### src/hw/clid_defs.svh
// constants of the character lcd instruction decoder
// assumes a 200 MHz core clock and byte addressed wishbone words
`ifndef CLID_DEFS_SVH
`define CLID_DEFS_SVH

// clock period and execution times in ns
`define CLID_CLK_NS       5
`define CLID_T_SHORT_NS   18500
`define CLID_T_LONG_NS    760000
// least time in whole cycles, rounded up
`define CLID_CYC(ns)      ((((ns) + `CLID_CLK_NS - 1) / `CLID_CLK_NS))
`define CLID_SHORT_CYC    18'(`CLID_CYC(`CLID_T_SHORT_NS))

// register byte offsets
`define CLID_OFF_INSTR    8'h00
`define CLID_OFF_DATA     8'h04
`define CLID_OFF_STATUS   8'h08
`define CLID_OFF_CONFIG   8'h0c
`define CLID_OFF_GSEL     8'h10
`define CLID_OFF_GPIX     8'h14

// field positions
`define CLID_BUSY_BIT     7
`define CLID_GSEL_ROW_LSB 8

// reset values
`define CLID_RST_INC      1'b1
`define CLID_RST_BUS8     1'b1

// codes and address ranges
`define CLID_SPACE        8'h20
`define CLID_ONE_END      7'h4f
`define CLID_L1_END       7'h27
`define CLID_L2_BEG       7'h40
`define CLID_L2_END       7'h67
`define CLID_LEN_ONE      7'd80
`define CLID_LEN_TWO      7'd40
`define CLID_ROW_BOTTOM   3'h7

`endif

### src/hw/clid_pkg.sv
// types of the character lcd instruction decoder
// assumes clid_defs.svh supplies all numeric constants
package clid_pkg;

	// execution state, one-hot
	typedef enum logic [2:0] {
		CLID_IDLE  = 3'b001,
		CLID_EXEC  = 3'b010,
		CLID_CLEAR = 3'b100
	} clid_state_e;

	// whole state of the decoder
	typedef struct packed {
		clid_state_e state;     // execution state
		logic        busy;      // busy flag copy
		logic [17:0] cnt;       // cycles left busy
		logic [6:0]  clr_idx;   // clear fill pointer
		logic        ack;       // bus answer
		logic [15:0] dat;       // bus read data
		logic [6:0]  addr_cnt;  // address counter
		logic        to_font;   // memory window: user font ram
		logic        inc;       // step direction up
		logic        shift_en;  // shift display on write
		logic        disp_on;   // display on
		logic        cur_on;    // cursor shown
		logic        blink;     // cursor blink
		logic        bus8;      // bus width select
		logic        two_line;  // two line mode
		logic        tall;      // taller font
		logic [6:0]  dshift;    // display shift amount
		logic [6:0]  gsel_addr; // glyph probe position
		logic [2:0]  gsel_row;  // glyph probe row
		logic [5:0]  gpix;      // probe result
	} clid_st_s;

endpackage

### src/hw/clid_font_map.sv
// character code to user font ram mapping and row pixel forming
// assumes the caller reads the font ram row at font_addr_o
`timescale 1ns/1ps
`default_nettype none
`include "clid_defs.svh"

module clid_font_map (
	input  wire logic [7:0] code_i,        // display character code
	input  wire logic [2:0] row_i,         // glyph row
	input  wire logic [7:0] row_data_i,    // font ram row byte
	input  wire logic       cursor_here_i, // cursor shown here
	output logic            user_o,        // glyph from font ram
	output logic [5:0]      font_addr_o,   // font ram address
	output logic [4:0]      pix_o          // row pixels, bit 4 left
);
	// bottom row of the cursor cell
	logic cur_row;

	// user glyph select
	assign user_o = (code_i[7:4] == 4'h0);
	// glyph and row address, code bit 3 ignored
	assign font_addr_o = {code_i[2:0], row_i};
	assign cur_row = cursor_here_i && (row_i == `CLID_ROW_BOTTOM);

	// pixel row forming
	always_comb begin
		// low five bits, one lights
		pix_o = user_o ? row_data_i[4:0] : 5'h00;
		// cursor or-ed into bottom row
		if (cur_row) begin
			pix_o = 5'h1f;
		end
	end
endmodule
`default_nettype wire

### src/hw/clid_top.sv
// character lcd instruction decoder with display and user font ram
// assumes a classic wishbone master on the same clock as CORE_CLK_I
//
// Contract
// upper nibble zero uses font ram
// code bits 2:0 pick glyph
// font address low bits are row
// cursor ORed into bottom glyph row
// host keeps glyph bottom rows zero
// pixels from data bits 4:0
// one lights pixel, zero dark
// data write or read, busy 18.5us
// clear fills spaces, zeroes counter
// clear forces increment, cursor home
// home zeroes counter and shift
// entry mode latches direction, shift
// display control latches three flags
// shift cursor or display, direction
// function set latches width, lines, font
// font address set, window font
// display address set, window display
// status returns busy and counter
// no instruction taken while busy
// counter steps after each access
// decode by highest set bit
// display address ranges per mode
//
// The register offsets and register access over Wishbone were decided locally.
`timescale 1ns/1ps
`default_nettype none
`include "clid_defs.svh"

module clid_top #(
	parameter logic [17:0] LONG_CYC = 18'(`CLID_CYC(`CLID_T_LONG_NS)) // clear, home
) (
	input  wire logic        CORE_CLK_I,  // core clock
	input  wire logic        RST_B_I,     // async reset, low
	input  wire logic        WB_CYC_I,    // bus cycle
	input  wire logic        WB_STB_I,    // bus strobe
	input  wire logic        WB_WE_I,     // write enable
	input  wire logic [7:0]  WB_ADR_I,    // byte address
	input  wire logic [31:0] WB_DAT_I,    // write data
	input  wire logic [3:0]  WB_SEL_I,    // byte lanes
	output logic      [31:0] WB_DAT_O,    // read data
	output logic             WB_ACK_O,    // answer
	output logic             BUSY_O,      // busy flag
	output logic             DISP_ON_O,   // display on
	output logic             CURSOR_ON_O, // cursor shown
	output logic             BLINK_O,     // cursor blink
	output logic             BUS8_O,      // eight bit bus
	output logic             TWO_LINE_O,  // two line mode
	output logic             TALL_FONT_O, // tall font
	output logic      [6:0]  SHIFT_O      // display shift
);
	import clid_pkg::*;

	clid_st_s    st_ff;             // registered state
	clid_st_s    nxt_st;            // next state
	logic [7:0]  disp_ram [0:127];  // display_data_ram
	logic [7:0]  fram [0:63];       // user_font_ram
	logic        dd_we;             // display ram write
	logic [6:0]  dd_wa;             // display ram address
	logic [7:0]  dd_wd;             // display ram data
	logic        fr_we;             // font ram write
	logic [5:0]  fr_wa;             // font ram address
	logic [7:0]  fr_wd;             // font ram data
	logic        req;               // new bus request
	logic        idle;              // ready for work
	logic [7:0]  ibyte;             // instruction byte
	logic [7:0]  ram_q;             // ram data at counter
	logic [7:0]  probe_code;        // probed character code
	logic [5:0]  probe_faddr;       // probed font address
	logic        probe_user;        // probed glyph is user
	logic [4:0]  probe_pix;         // probed pixels
	logic        probe_cur;         // cursor at probe

	// address counter step with line wrap
	function automatic logic [6:0] pos_step(input logic [6:0] pos, input logic up,
	                                        input logic font, input logic two);
		logic [6:0] r;
		r = up ? 7'(pos + 7'd1) : 7'(pos - 7'd1);
		// wrap at the line ends of each mode
		if (font) begin
			r[6] = 1'b0;
		end else if (two) begin
			if (up && pos == `CLID_L1_END) begin
				r = `CLID_L2_BEG;
			end else if (up && pos == `CLID_L2_END) begin
				r = 7'h00;
			end else if (!up && pos == 7'h00) begin
				r = `CLID_L2_END;
			end else if (!up && pos == `CLID_L2_BEG) begin
				r = `CLID_L1_END;
			end
		end else begin
			if (up && pos == `CLID_ONE_END) begin
				r = 7'h00;
			end else if (!up && pos == 7'h00) begin
				r = `CLID_ONE_END;
			end
		end
		return r;
	endfunction

	// display shift step, wraps at line length
	function automatic logic [6:0] sh_step(input logic [6:0] sh, input logic left,
	                                       input logic two);
		logic [6:0] len;
		logic [6:0] r;
		len = two ? `CLID_LEN_TWO : `CLID_LEN_ONE;
		if (left) begin
			r = (sh >= 7'(len - 7'd1)) ? 7'h00 : 7'(sh + 7'd1);
		end else begin
			r = (sh == 7'h00) ? 7'(len - 7'd1) : 7'(sh - 7'd1);
		end
		return r;
	endfunction

	// position of the highest set bit, 8 when none
	function automatic logic [3:0] top_bit(input logic [7:0] b);
		logic [3:0] r;
		r = 4'd8;
		for (int i = 0; i < 8; i++) begin
			if (b[i]) begin
				r = 4'(i);
			end
		end
		return r;
	endfunction

	assign req   = WB_CYC_I && WB_STB_I && !st_ff.ack;
	assign idle  = (st_ff.state == CLID_IDLE);
	assign ibyte = WB_DAT_I[7:0];
	assign ram_q = st_ff.to_font ? fram[st_ff.addr_cnt[5:0]] : disp_ram[st_ff.addr_cnt];

	// glyph probe: character at a display position, row pixels
	assign probe_code = disp_ram[st_ff.gsel_addr];
	assign probe_cur  = st_ff.cur_on && !st_ff.to_font && (st_ff.gsel_addr == st_ff.addr_cnt);

	clid_font_map u_map (
		.code_i        (probe_code),
		.row_i         (st_ff.gsel_row),
		.row_data_i    (fram[probe_faddr]),
		.cursor_here_i (probe_cur),
		.user_o        (probe_user),
		.font_addr_o   (probe_faddr),
		.pix_o         (probe_pix)
	);

	// next state: bus decode, instruction execution, busy timing
	always_comb begin
		nxt_st = st_ff;
		nxt_st.ack = 1'b0;
		nxt_st.gpix = {probe_user, probe_pix};
		dd_we = 1'b0;
		dd_wa = st_ff.addr_cnt;
		dd_wd = ibyte;
		fr_we = 1'b0;
		fr_wa = st_ff.addr_cnt[5:0];
		fr_wd = ibyte;

		// busy countdown and clear fill
		unique case (st_ff.state)
			CLID_IDLE: begin
				nxt_st.cnt = 18'h0;
			end
			CLID_EXEC: begin
				nxt_st.cnt = 18'(st_ff.cnt - 18'd1);
				if (st_ff.cnt <= 18'd1) begin
					nxt_st.state = CLID_IDLE;
				end
			end
			CLID_CLEAR: begin
				// space into every location
				dd_we = 1'b1;
				dd_wa = st_ff.clr_idx;
				dd_wd = `CLID_SPACE;
				nxt_st.clr_idx = 7'(st_ff.clr_idx + 7'd1);
				nxt_st.cnt = 18'(st_ff.cnt - 18'd1);
				if (st_ff.cnt <= 18'd1) begin
					nxt_st.state = CLID_IDLE;
				end
			end
		endcase

		// bus access, answered one cycle later
		if (req) begin
			nxt_st.ack = 1'b1;
			nxt_st.dat = 16'h0000;
			case (WB_ADR_I)
				`CLID_OFF_INSTR: begin
					// taken only when idle, by top bit
					if (WB_WE_I && WB_SEL_I[0] && idle) begin
						case (top_bit(ibyte))
							4'd7: begin
								// display address set
								nxt_st.addr_cnt = ibyte[6:0];
								nxt_st.to_font = 1'b0;
							end
							4'd6: begin
								// font address set
								nxt_st.addr_cnt = {1'b0, ibyte[5:0]};
								nxt_st.to_font = 1'b1;
							end
							4'd5: begin
								// function set
								nxt_st.bus8 = ibyte[4];
								nxt_st.two_line = ibyte[3];
								nxt_st.tall = ibyte[2];
							end
							4'd4: begin
								// display or cursor shift
								if (ibyte[3]) begin
									nxt_st.dshift = sh_step(st_ff.dshift, !ibyte[2],
									                        st_ff.two_line);
								end else begin
									nxt_st.addr_cnt = pos_step(st_ff.addr_cnt, ibyte[2],
									                           st_ff.to_font, st_ff.two_line);
								end
							end
							4'd3: begin
								// display control
								nxt_st.disp_on = ibyte[2];
								nxt_st.cur_on = ibyte[1];
								nxt_st.blink = ibyte[0];
							end
							4'd2: begin
								// entry mode
								nxt_st.inc = ibyte[1];
								nxt_st.shift_en = ibyte[0];
							end
							4'd1: begin
								// return home
								nxt_st.addr_cnt = 7'h00;
								nxt_st.dshift = 7'h00;
								nxt_st.to_font = 1'b0;
							end
							4'd0: begin
								// clear, increment, cursor home
								nxt_st.addr_cnt = 7'h00;
								nxt_st.dshift = 7'h00;
								nxt_st.to_font = 1'b0;
								nxt_st.inc = 1'b1;
								nxt_st.clr_idx = 7'h00;
							end
							default: begin
								// zero byte does nothing
							end
						endcase
						// execution time per instruction
						if (top_bit(ibyte) == 4'd0) begin
							nxt_st.state = CLID_CLEAR;
							nxt_st.cnt = LONG_CYC;
						end else if (top_bit(ibyte) == 4'd1) begin
							nxt_st.state = CLID_EXEC;
							nxt_st.cnt = LONG_CYC;
						end else if (top_bit(ibyte) != 4'd8) begin
							nxt_st.state = CLID_EXEC;
							nxt_st.cnt = `CLID_SHORT_CYC;
						end
					end
				end
				`CLID_OFF_DATA: begin
					// data access, refused while busy
					if (idle && (!WB_WE_I || WB_SEL_I[0])) begin
						if (WB_WE_I) begin
							dd_we = !st_ff.to_font;
							fr_we = st_ff.to_font;
							if (st_ff.shift_en && !st_ff.to_font) begin
								nxt_st.dshift = sh_step(st_ff.dshift, st_ff.inc,
								                        st_ff.two_line);
							end
						end else begin
							nxt_st.dat = {8'h00, ram_q};
						end
						// counter steps after access
						nxt_st.addr_cnt = pos_step(st_ff.addr_cnt, st_ff.inc, st_ff.to_font,
						                           st_ff.two_line);
						nxt_st.state = CLID_EXEC;
						nxt_st.cnt = `CLID_SHORT_CYC;
					end
				end
				`CLID_OFF_STATUS: begin
					// busy and counter, no delay
					nxt_st.dat = {8'h00, st_ff.busy, st_ff.addr_cnt};
				end
				`CLID_OFF_CONFIG: begin
					// mode flags readback
					nxt_st.dat = {7'h00, st_ff.to_font, st_ff.bus8, st_ff.two_line,
					              st_ff.tall, st_ff.disp_on, st_ff.cur_on,
					              st_ff.blink, st_ff.inc, st_ff.shift_en};
				end
				`CLID_OFF_GSEL: begin
					// glyph probe select
					if (WB_WE_I && WB_SEL_I[1:0] == 2'b11) begin
						nxt_st.gsel_addr = WB_DAT_I[6:0];
						nxt_st.gsel_row = WB_DAT_I[`CLID_GSEL_ROW_LSB +: 3];
					end
					nxt_st.dat = {5'h00, st_ff.gsel_row, 1'b0, st_ff.gsel_addr};
				end
				`CLID_OFF_GPIX: begin
					// probe result: user flag, pixels
					nxt_st.dat = {10'h000, st_ff.gpix};
				end
				default: begin
					// unmapped: answer zero, no effect
				end
			endcase
		end
		nxt_st.busy = (nxt_st.state != CLID_IDLE);
	end

	// state register
	always_ff @(posedge CORE_CLK_I or negedge RST_B_I) begin
		if (!RST_B_I) begin
			st_ff <= '0;
			st_ff.state <= CLID_IDLE;
			st_ff.inc <= `CLID_RST_INC;
			st_ff.bus8 <= `CLID_RST_BUS8;
		end else begin
			st_ff <= nxt_st;
		end
	end

	// display ram write port
	always_ff @(posedge CORE_CLK_I) begin
		if (dd_we) begin
			disp_ram[dd_wa] <= dd_wd;
		end
	end

	// font ram write port
	always_ff @(posedge CORE_CLK_I) begin
		if (fr_we) begin
			fram[fr_wa] <= fr_wd;
		end
	end

	// outputs straight from state flops
	assign WB_DAT_O    = {16'h0000, st_ff.dat};
	assign WB_ACK_O    = st_ff.ack;
	assign BUSY_O      = st_ff.busy;
	assign DISP_ON_O   = st_ff.disp_on;
	assign CURSOR_ON_O = st_ff.cur_on;
	assign BLINK_O     = st_ff.blink;
	assign BUS8_O      = st_ff.bus8;
	assign TWO_LINE_O  = st_ff.two_line;
	assign TALL_FONT_O = st_ff.tall;
	assign SHIFT_O     = st_ff.dshift;
endmodule
`default_nettype wire

### config.mk
export PLATFORM = sky130hd
export DESIGN_NAME = clid_top
export DESIGN_NICKNAME = d
export VERILOG_FILES = /design/src/hw/clid_pkg.sv /design/src/hw/clid_font_map.sv /design/src/hw/clid_top.sv
export VERILOG_INCLUDE_DIRS = /design/src /design/src/hw
export SDC_FILE = /design/constraint.sdc
export NUM_CORES = 2
export LEC_CHECK = 0
export BUFFER_PORTS_ARGS = -buffer_cell sky130_fd_sc_hd__clkbuf_2
export CAP_MARGIN = 10
export CORE_UTILIZATION = 35
export CTS_CLUSTER_SIZE = 30
export DETAILED_ROUTE_END_ITERATION = 6
export RECOVER_POWER = 100
export SLEW_MARGIN = 5
export SYNTH_ARGS = -nofsm -noshare
export SYNTH_HDL_FRONTEND = slang
export SYNTH_HIERARCHICAL = 1
export SYNTH_SLANG_ARGS = --single-unit
### constraint.sdc
create_clock -name CORE_CLK_I -period 5.1 [get_ports CORE_CLK_I]
set_input_delay 1.53 -clock CORE_CLK_I [delete_from_list [all_inputs] [get_ports CORE_CLK_I]]
set_output_delay 1.53 -clock CORE_CLK_I [all_outputs]
set_load 0.005 [all_outputs]
## Word level (Yosys, flattened, before mapping)

Memories as Yosys holds them, arrays and structs flattened.
Index checks and enable logic that the tools add are counted.

| word-level totals | value |
|---|---|
| flip-flop bits (word level) | 85 |
| RAM bits | 1,536 |
| input bits | 49 |
| output and inout port bits | 47 |
| word-level logic and storage cells | 213 |
| memories kept | 2 |

Memories:

| name | words | width | read ports | clocked after memory_dff | wr ports | RTL line | RTL |
|---|---|---|---|---|---|---|---|
| disp_ram | 128 | 8 | 2 | 0 | 1 | clid_top.sv:59 | `logic [7:0] disp_ram [0:127];` |
| fram | 64 | 8 | 2 | 0 | 1 | clid_top.sv:60 | `logic [7:0] fram [0:63];` |

| operators by class | value |
|---|---|
| add/subtract/negate cells | 7 |
| order comparisons | 2 |
| eq/ne operators | 33 |
| multiplexer cells | 104 |
| reductions and logical operators | 45 |

Operators with widths:

| cell | number |
|---|---|
| two-way mux 7 bit | 30 |
| two-way mux 4 bit | 20 |
| two-way mux 75 bit | 1 |
| two-way mux 18 bit | 4 |
| case mux 18 bit (2 select lines) | 2 |
| case mux 11 bit (5 select lines) | 1 |
| case mux 7 bit (2 select lines) | 3 |
| two-way mux 3 bit | 10 |
| case mux 7 bit (4 select lines) | 1 |
| two-way mux 25 bit | 1 |
| two-way mux 8 bit | 3 |
| two-way mux 23 bit | 1 |
| adder 7 x 1 -> 7 bit, second input constant | 3 |
| equality test 7 bit, second input constant | 3 |
| subtractor 7 x 1 -> 7 bit, second input constant | 3 |
| logical AND 1 bit | 20 |
| two-way mux 10 bit | 2 |
| AND reduction 4 bit | 5 |
| <= comparator 18 x 1 -> 1 bit, second input constant | 1 |
| subtractor 18 x 1 -> 18 bit, second input constant | 1 |
| equality test 4 x 3 -> 1 bit, second input constant | 4 |
| equality test 8 x 4 -> 1 bit, second input constant | 2 |
| equality test 8 x 5 -> 1 bit, second input constant | 2 |
| two-way mux 1 bit | 16 |
| 33 further kinds | 52 |

## Longest topological paths before layout

| depth | value |
|---|---|
| word-level depth | 30 |
| gate-level depth with buffers | 15 |

## Modules after synthesis

Netlist, hierarchy kept.

By module, submodules not included:

| module | times used | cells an instance | area an instance (µm²) |
|---|---|---|---|
| clid_top | 1 | 4,458 | 76,249.4 |
| clid_font_map | 1 | 19 | 113.9 |

## Least setup slack after synthesis

Ideal clock, no wire load.

| timing path | value |
|---|---|
| path type | input port to flip-flop |
| from | in WB_DAT_I[2] |
| to | mem disp_ram[0][2], data pin |
| setup time | 0.798 ns |
| data arrival time | 5.006 ns |
| slack | -0.704 ns |
| cell stages on the path | 3 |
| path buffers | 1 |
| cells stage by stage | clkbuf_1 clkinv_1 nor2_1 |

| between the ends | value |
|---|---|
| word-level cells in the longest chain between the ends | 1 |

RTL lines:

| item | RTL line | RTL |
|---|---|---|
| from (decl) | clid_top.sv:42 | `input wire logic [31:0] WB_DAT_I,` |
| two-way mux 8 bit | clid_top.sv:163 | `unique case (st_ff.state)` |
| via dd_wd[2] | clid_top.sv:63 | `logic [7:0] dd_wd;` |
| to (decl) | clid_top.sv:59 |  |

The timed path passes the listed nets, and every way through them passes these cells.

## Worst setup path in the final report

| timing path | value |
|---|---|
| from | reg st_ff, in the netlist fr_wa[0] |
| to | reg st_ff, in the netlist WB_DAT_O[6] |

| between the ends | value |
|---|---|
| word-level cells in the longest chain between the ends | 5 |

RTL lines:

| item | RTL line | RTL |
|---|---|---|
| from (decl) | clid_top.sv:57 | `clid_st_s st_ff;` |
| from (signal assigned) | clid_top.sv:321 | `st_ff <= nxt_st;` |
| memory (128 x 8 bit) or memory (64 x 8 bit) (tied branches) | -- |  |
| two-way mux 8 bit * | clid_top.sv:134 | `assign ram_q = st_ff.to_font ? fram[st_ff.addr_cnt[5:0]] : disp_ram[st_ff.addr_cnt];` |
| two-way mux 8 bit * | clid_top.sv:266 | `if (WB_WE_I) begin` |
| two-way mux 15 bit * | clid_top.sv:265 | `if (idle && (!WB_WE_I \|\| WB_SEL_I[0])) begin` |
| case mux 11 bit (5 select lines) * | clid_top.sv:190 | `case (WB_ADR_I)` |

Mark *: on every way between the ends. The rest lies on a longest branch, timed or not. The select of a mux whose other input is x is not followed.
A chain may end at the register's enable or synchronous reset.

==> key figures <==
Hold path
  • Type of the tightest min-delay check: flip-flop to flip-flop

Route
  • Via count: 47600
  • Final WL: 261000 um
  • Vias per cell: 6.27
  • DRT iter0 DRCs: 7260
  • Drc violations: 0
  • DRT antenna net count: 0
  • WL/cell: 34.4 um
  • DRT Pass-1 Iters: 6

Clocking
  • CTS resizes: 0
  • Hold buffers post-CTS: 0
  • Clock Sinks: 1616
  • Clock transition at the registers of the reported paths: 0.06 ns
  • Num CTS Buffers: 165
  • Post-CTS Setup Bufs: 0
  • CTS tree: done
  • CTS Root Cell: clkbuf_16
  • CTS HTree Levels: 4
  • Clk buf depth: 3
  • Clock Latency Late Sink: 0.85 ns

Placed design
  • Worst slack, placed: 0.426 ns
  • Post-Place Cells: 7290
  • Final HPWL DP: 171000 um
  • GPL Wtd Cong: 0.932
  • PortBufs: 51

Floorplan
  • Chip width: 462 um
  • Num rows: 168
  • DIE AREA: 213000 sq um
  • Area of the core: 210000 sq um
  • Boundary pin count: 96
  • Die H: 462 um
  • Initial core utilization: 0.353

Logic synthesis
  • Synth Instances: 4369
  • Post-Syn Area per Cell: 16.9 sq um
  • Number of synthesis warnings: 6
  • Post-synthesis cell area: 74000 sq um

STA
  • Slew Limit Fails: 955
  • Setup ws final: 0.171 ns
  • Final Hold Viols: 0
  • Final TNS setup: 0 ns
  • FMAX: 203 MHz
  • Slew headroom: -1.15
  • Skew final: 0.0537 ns
  • Crit share post-route: 0.966
  • Worst Max-Slew Pin Slew: 3.23 ns
  • Fin crit period: 4.93 ns
  • Final setup vio count: 0
  • Unrepaired setup endpoints after global routing: no

Power
  • Seq pwr share: 0.545
  • Peak VDD IR: 0.309 mV
  • Clock power frac: 0.442
  • Switch Pwr: 5.70 mW
  • Internal Power: 21.0 mW
  • Sw Ratio: 0.214
  • Power density over the cells: 317 nW/um^2
  • Combinational power share: 0.013
  • Leak: 25.1 nW
  • Total Power: 26.7 mW

Setup path
  • Crit-path max FO: 31
  • Crit path capture type: flip-flop
  • CP Data Required Time: 5.86 ns
  • Crit path kind: flip-flop to flip-flop
  • Critical Path Source Type: flip-flop
  • WP data arrival: 5.69 ns
  • Worst R2R Setup Slack: 0.17 ns

Status
  • Violated checks: capacitance limit, slew limit
  • Status: finished with violations

Global route
  • Global-route wire length before repair: 363000 um
  • Total grt overflow: 0
  • Gr usage total: 0.242
  • Vias in the first global route: 46600
  • Antenna violations before repair: 13
  • Pin count of the biggest net entering global routing: 129

Cells and area
  • Final Non-Filler Cells: 7593
  • Nets: 4712
  • Share of cells above drive strength 1: 0.240
  • Syn-to-layout area delta: 13.6%
  • Post-layout util: 0.401
  • Fillers: 19100

Job
  • Max Cap Viol: 17
-- layout by cell type, fill, tap and decap left out, types with 13 or more instances in the layout --
cell	n
dfrtp_1	64
o21ai_0	111
conb_1	21
buf_4	210
inv_1	22
a31oi_1	34
edfxtp_1	1536
a211oi_1	17
mux4_2	512
buf_12	30
a222oi_1	23
o31ai_1	15
clkbuf_16	166
a221o_1	26
o22ai_1	26
clkinv_2	25
a21oi_1	112
a22oi_1	222
clkinv_1	50
nor2_1	295
nand4_1	22
a22o_1	47
a41oi_1	15
xnor2_1	28
or3_1	15
nand2_1	159
clkbuf_2	23
nand3_1	38
a221oi_1	98
nor3_1	26
o21a_1	13
mux2_2	95
mux2i_1	113
clkbuf_1	259
-- through the flow --
step	instance area, sq um	hold slack, ns
floorplan	74100	0.440
global placement	79800	0.459
detailed placement	79800	0.460
CTS	84900	0.474
global route	84100	0.500
finish	84100	0.469
-- state kept, by name, indices dropped and copies added, names as in the netlist --
name         cells
fr_wa            6
WB_ACK_O         1
BUS8_O           1
BLINK_O          1
TWO_LINE_O       1
TALL_FONT_O      1
WB_DAT_O        11
st_ff           48
fram           512
CURSOR_ON_O      1
DISP_ON_O        1
disp_ram      1024
BUSY_O           1
SHIFT_O          7
-- path summary, 6_finish.rpt --
path                                              start                      end  cells past startpoint
worst max-delay path               fr_wa[0]$_DFFE_PN0P_  WB_DAT_O[6]$_DFFE_PN0P_                      8
worst min-delay path            WB_DAT_O[9]$_DFFE_PN0P_  WB_DAT_O[9]$_DFFE_PN0P_                      2
worst max register to register     fr_wa[0]$_DFFE_PN0P_  WB_DAT_O[6]$_DFFE_PN0P_                      8
worst min register to register  WB_DAT_O[9]$_DFFE_PN0P_  WB_DAT_O[9]$_DFFE_PN0P_                      2
max in group asynchronous                       RST_B_I      st_ff[77]$_DFF_PN0_                      2
min in group asynchronous                       RST_B_I   SHIFT_O[5]$_DFFE_PN0P_                      1
-- layout make-up --
| class | instances | area, sq um | area share |
|---|---|---|---|
| Inverter | 28 | 106 | 0.00127 |
| Timing Repair Buffer | 495 | 3170 | 0.0377 |
| Antenna cell | 5 | 12.5 | 0.000149 |
| Multi-Input combinational cell | 2346 | 23900 | 0.285 |
| Clock inverter | 102 | 898 | 0.0107 |
| Sequential cell | 1616 | 48200 | 0.573 |
| Clock buffer | 196 | 4280 | 0.0509 |
| Tap cell | 2805 | 3510 | 0.0417 |
-- power by group through the flow --
stage	Combinational (mW)	Sequential (mW)	Clock, mW
4_1_cts	0.363	14.5	11.9
2_1_floorplan	0.143	14.8	0
5_1_grt	0.377	14.5	12.4
6_report	0.360	14.5	11.8
3_5_place_dp	0.364	14.8	0
3_3_place_gp	0.354	14.8	0
-- worst max-delay path: stages, from the launching register on --
cell and delay, ns:
dfrtp_2 1.14, and3b_2 1.43, buf_4 0.40, clkbuf_1 0.48, a22oi_1 0.13, a31oi_1 0.49, nor4b_1 0.14, a31o_1 0.34
o31ai_1 0.21
-- metal layers --
layer	wire length, um	global-route usage	part of all wire
met1	95900	0.316	0.37
met2	117000	0.368	0.45
met3	33000	0.0685	0.13
met4	14900	0.121	0.057
met5	63	0	0.00024
Power figures use the tool's default switching activity.
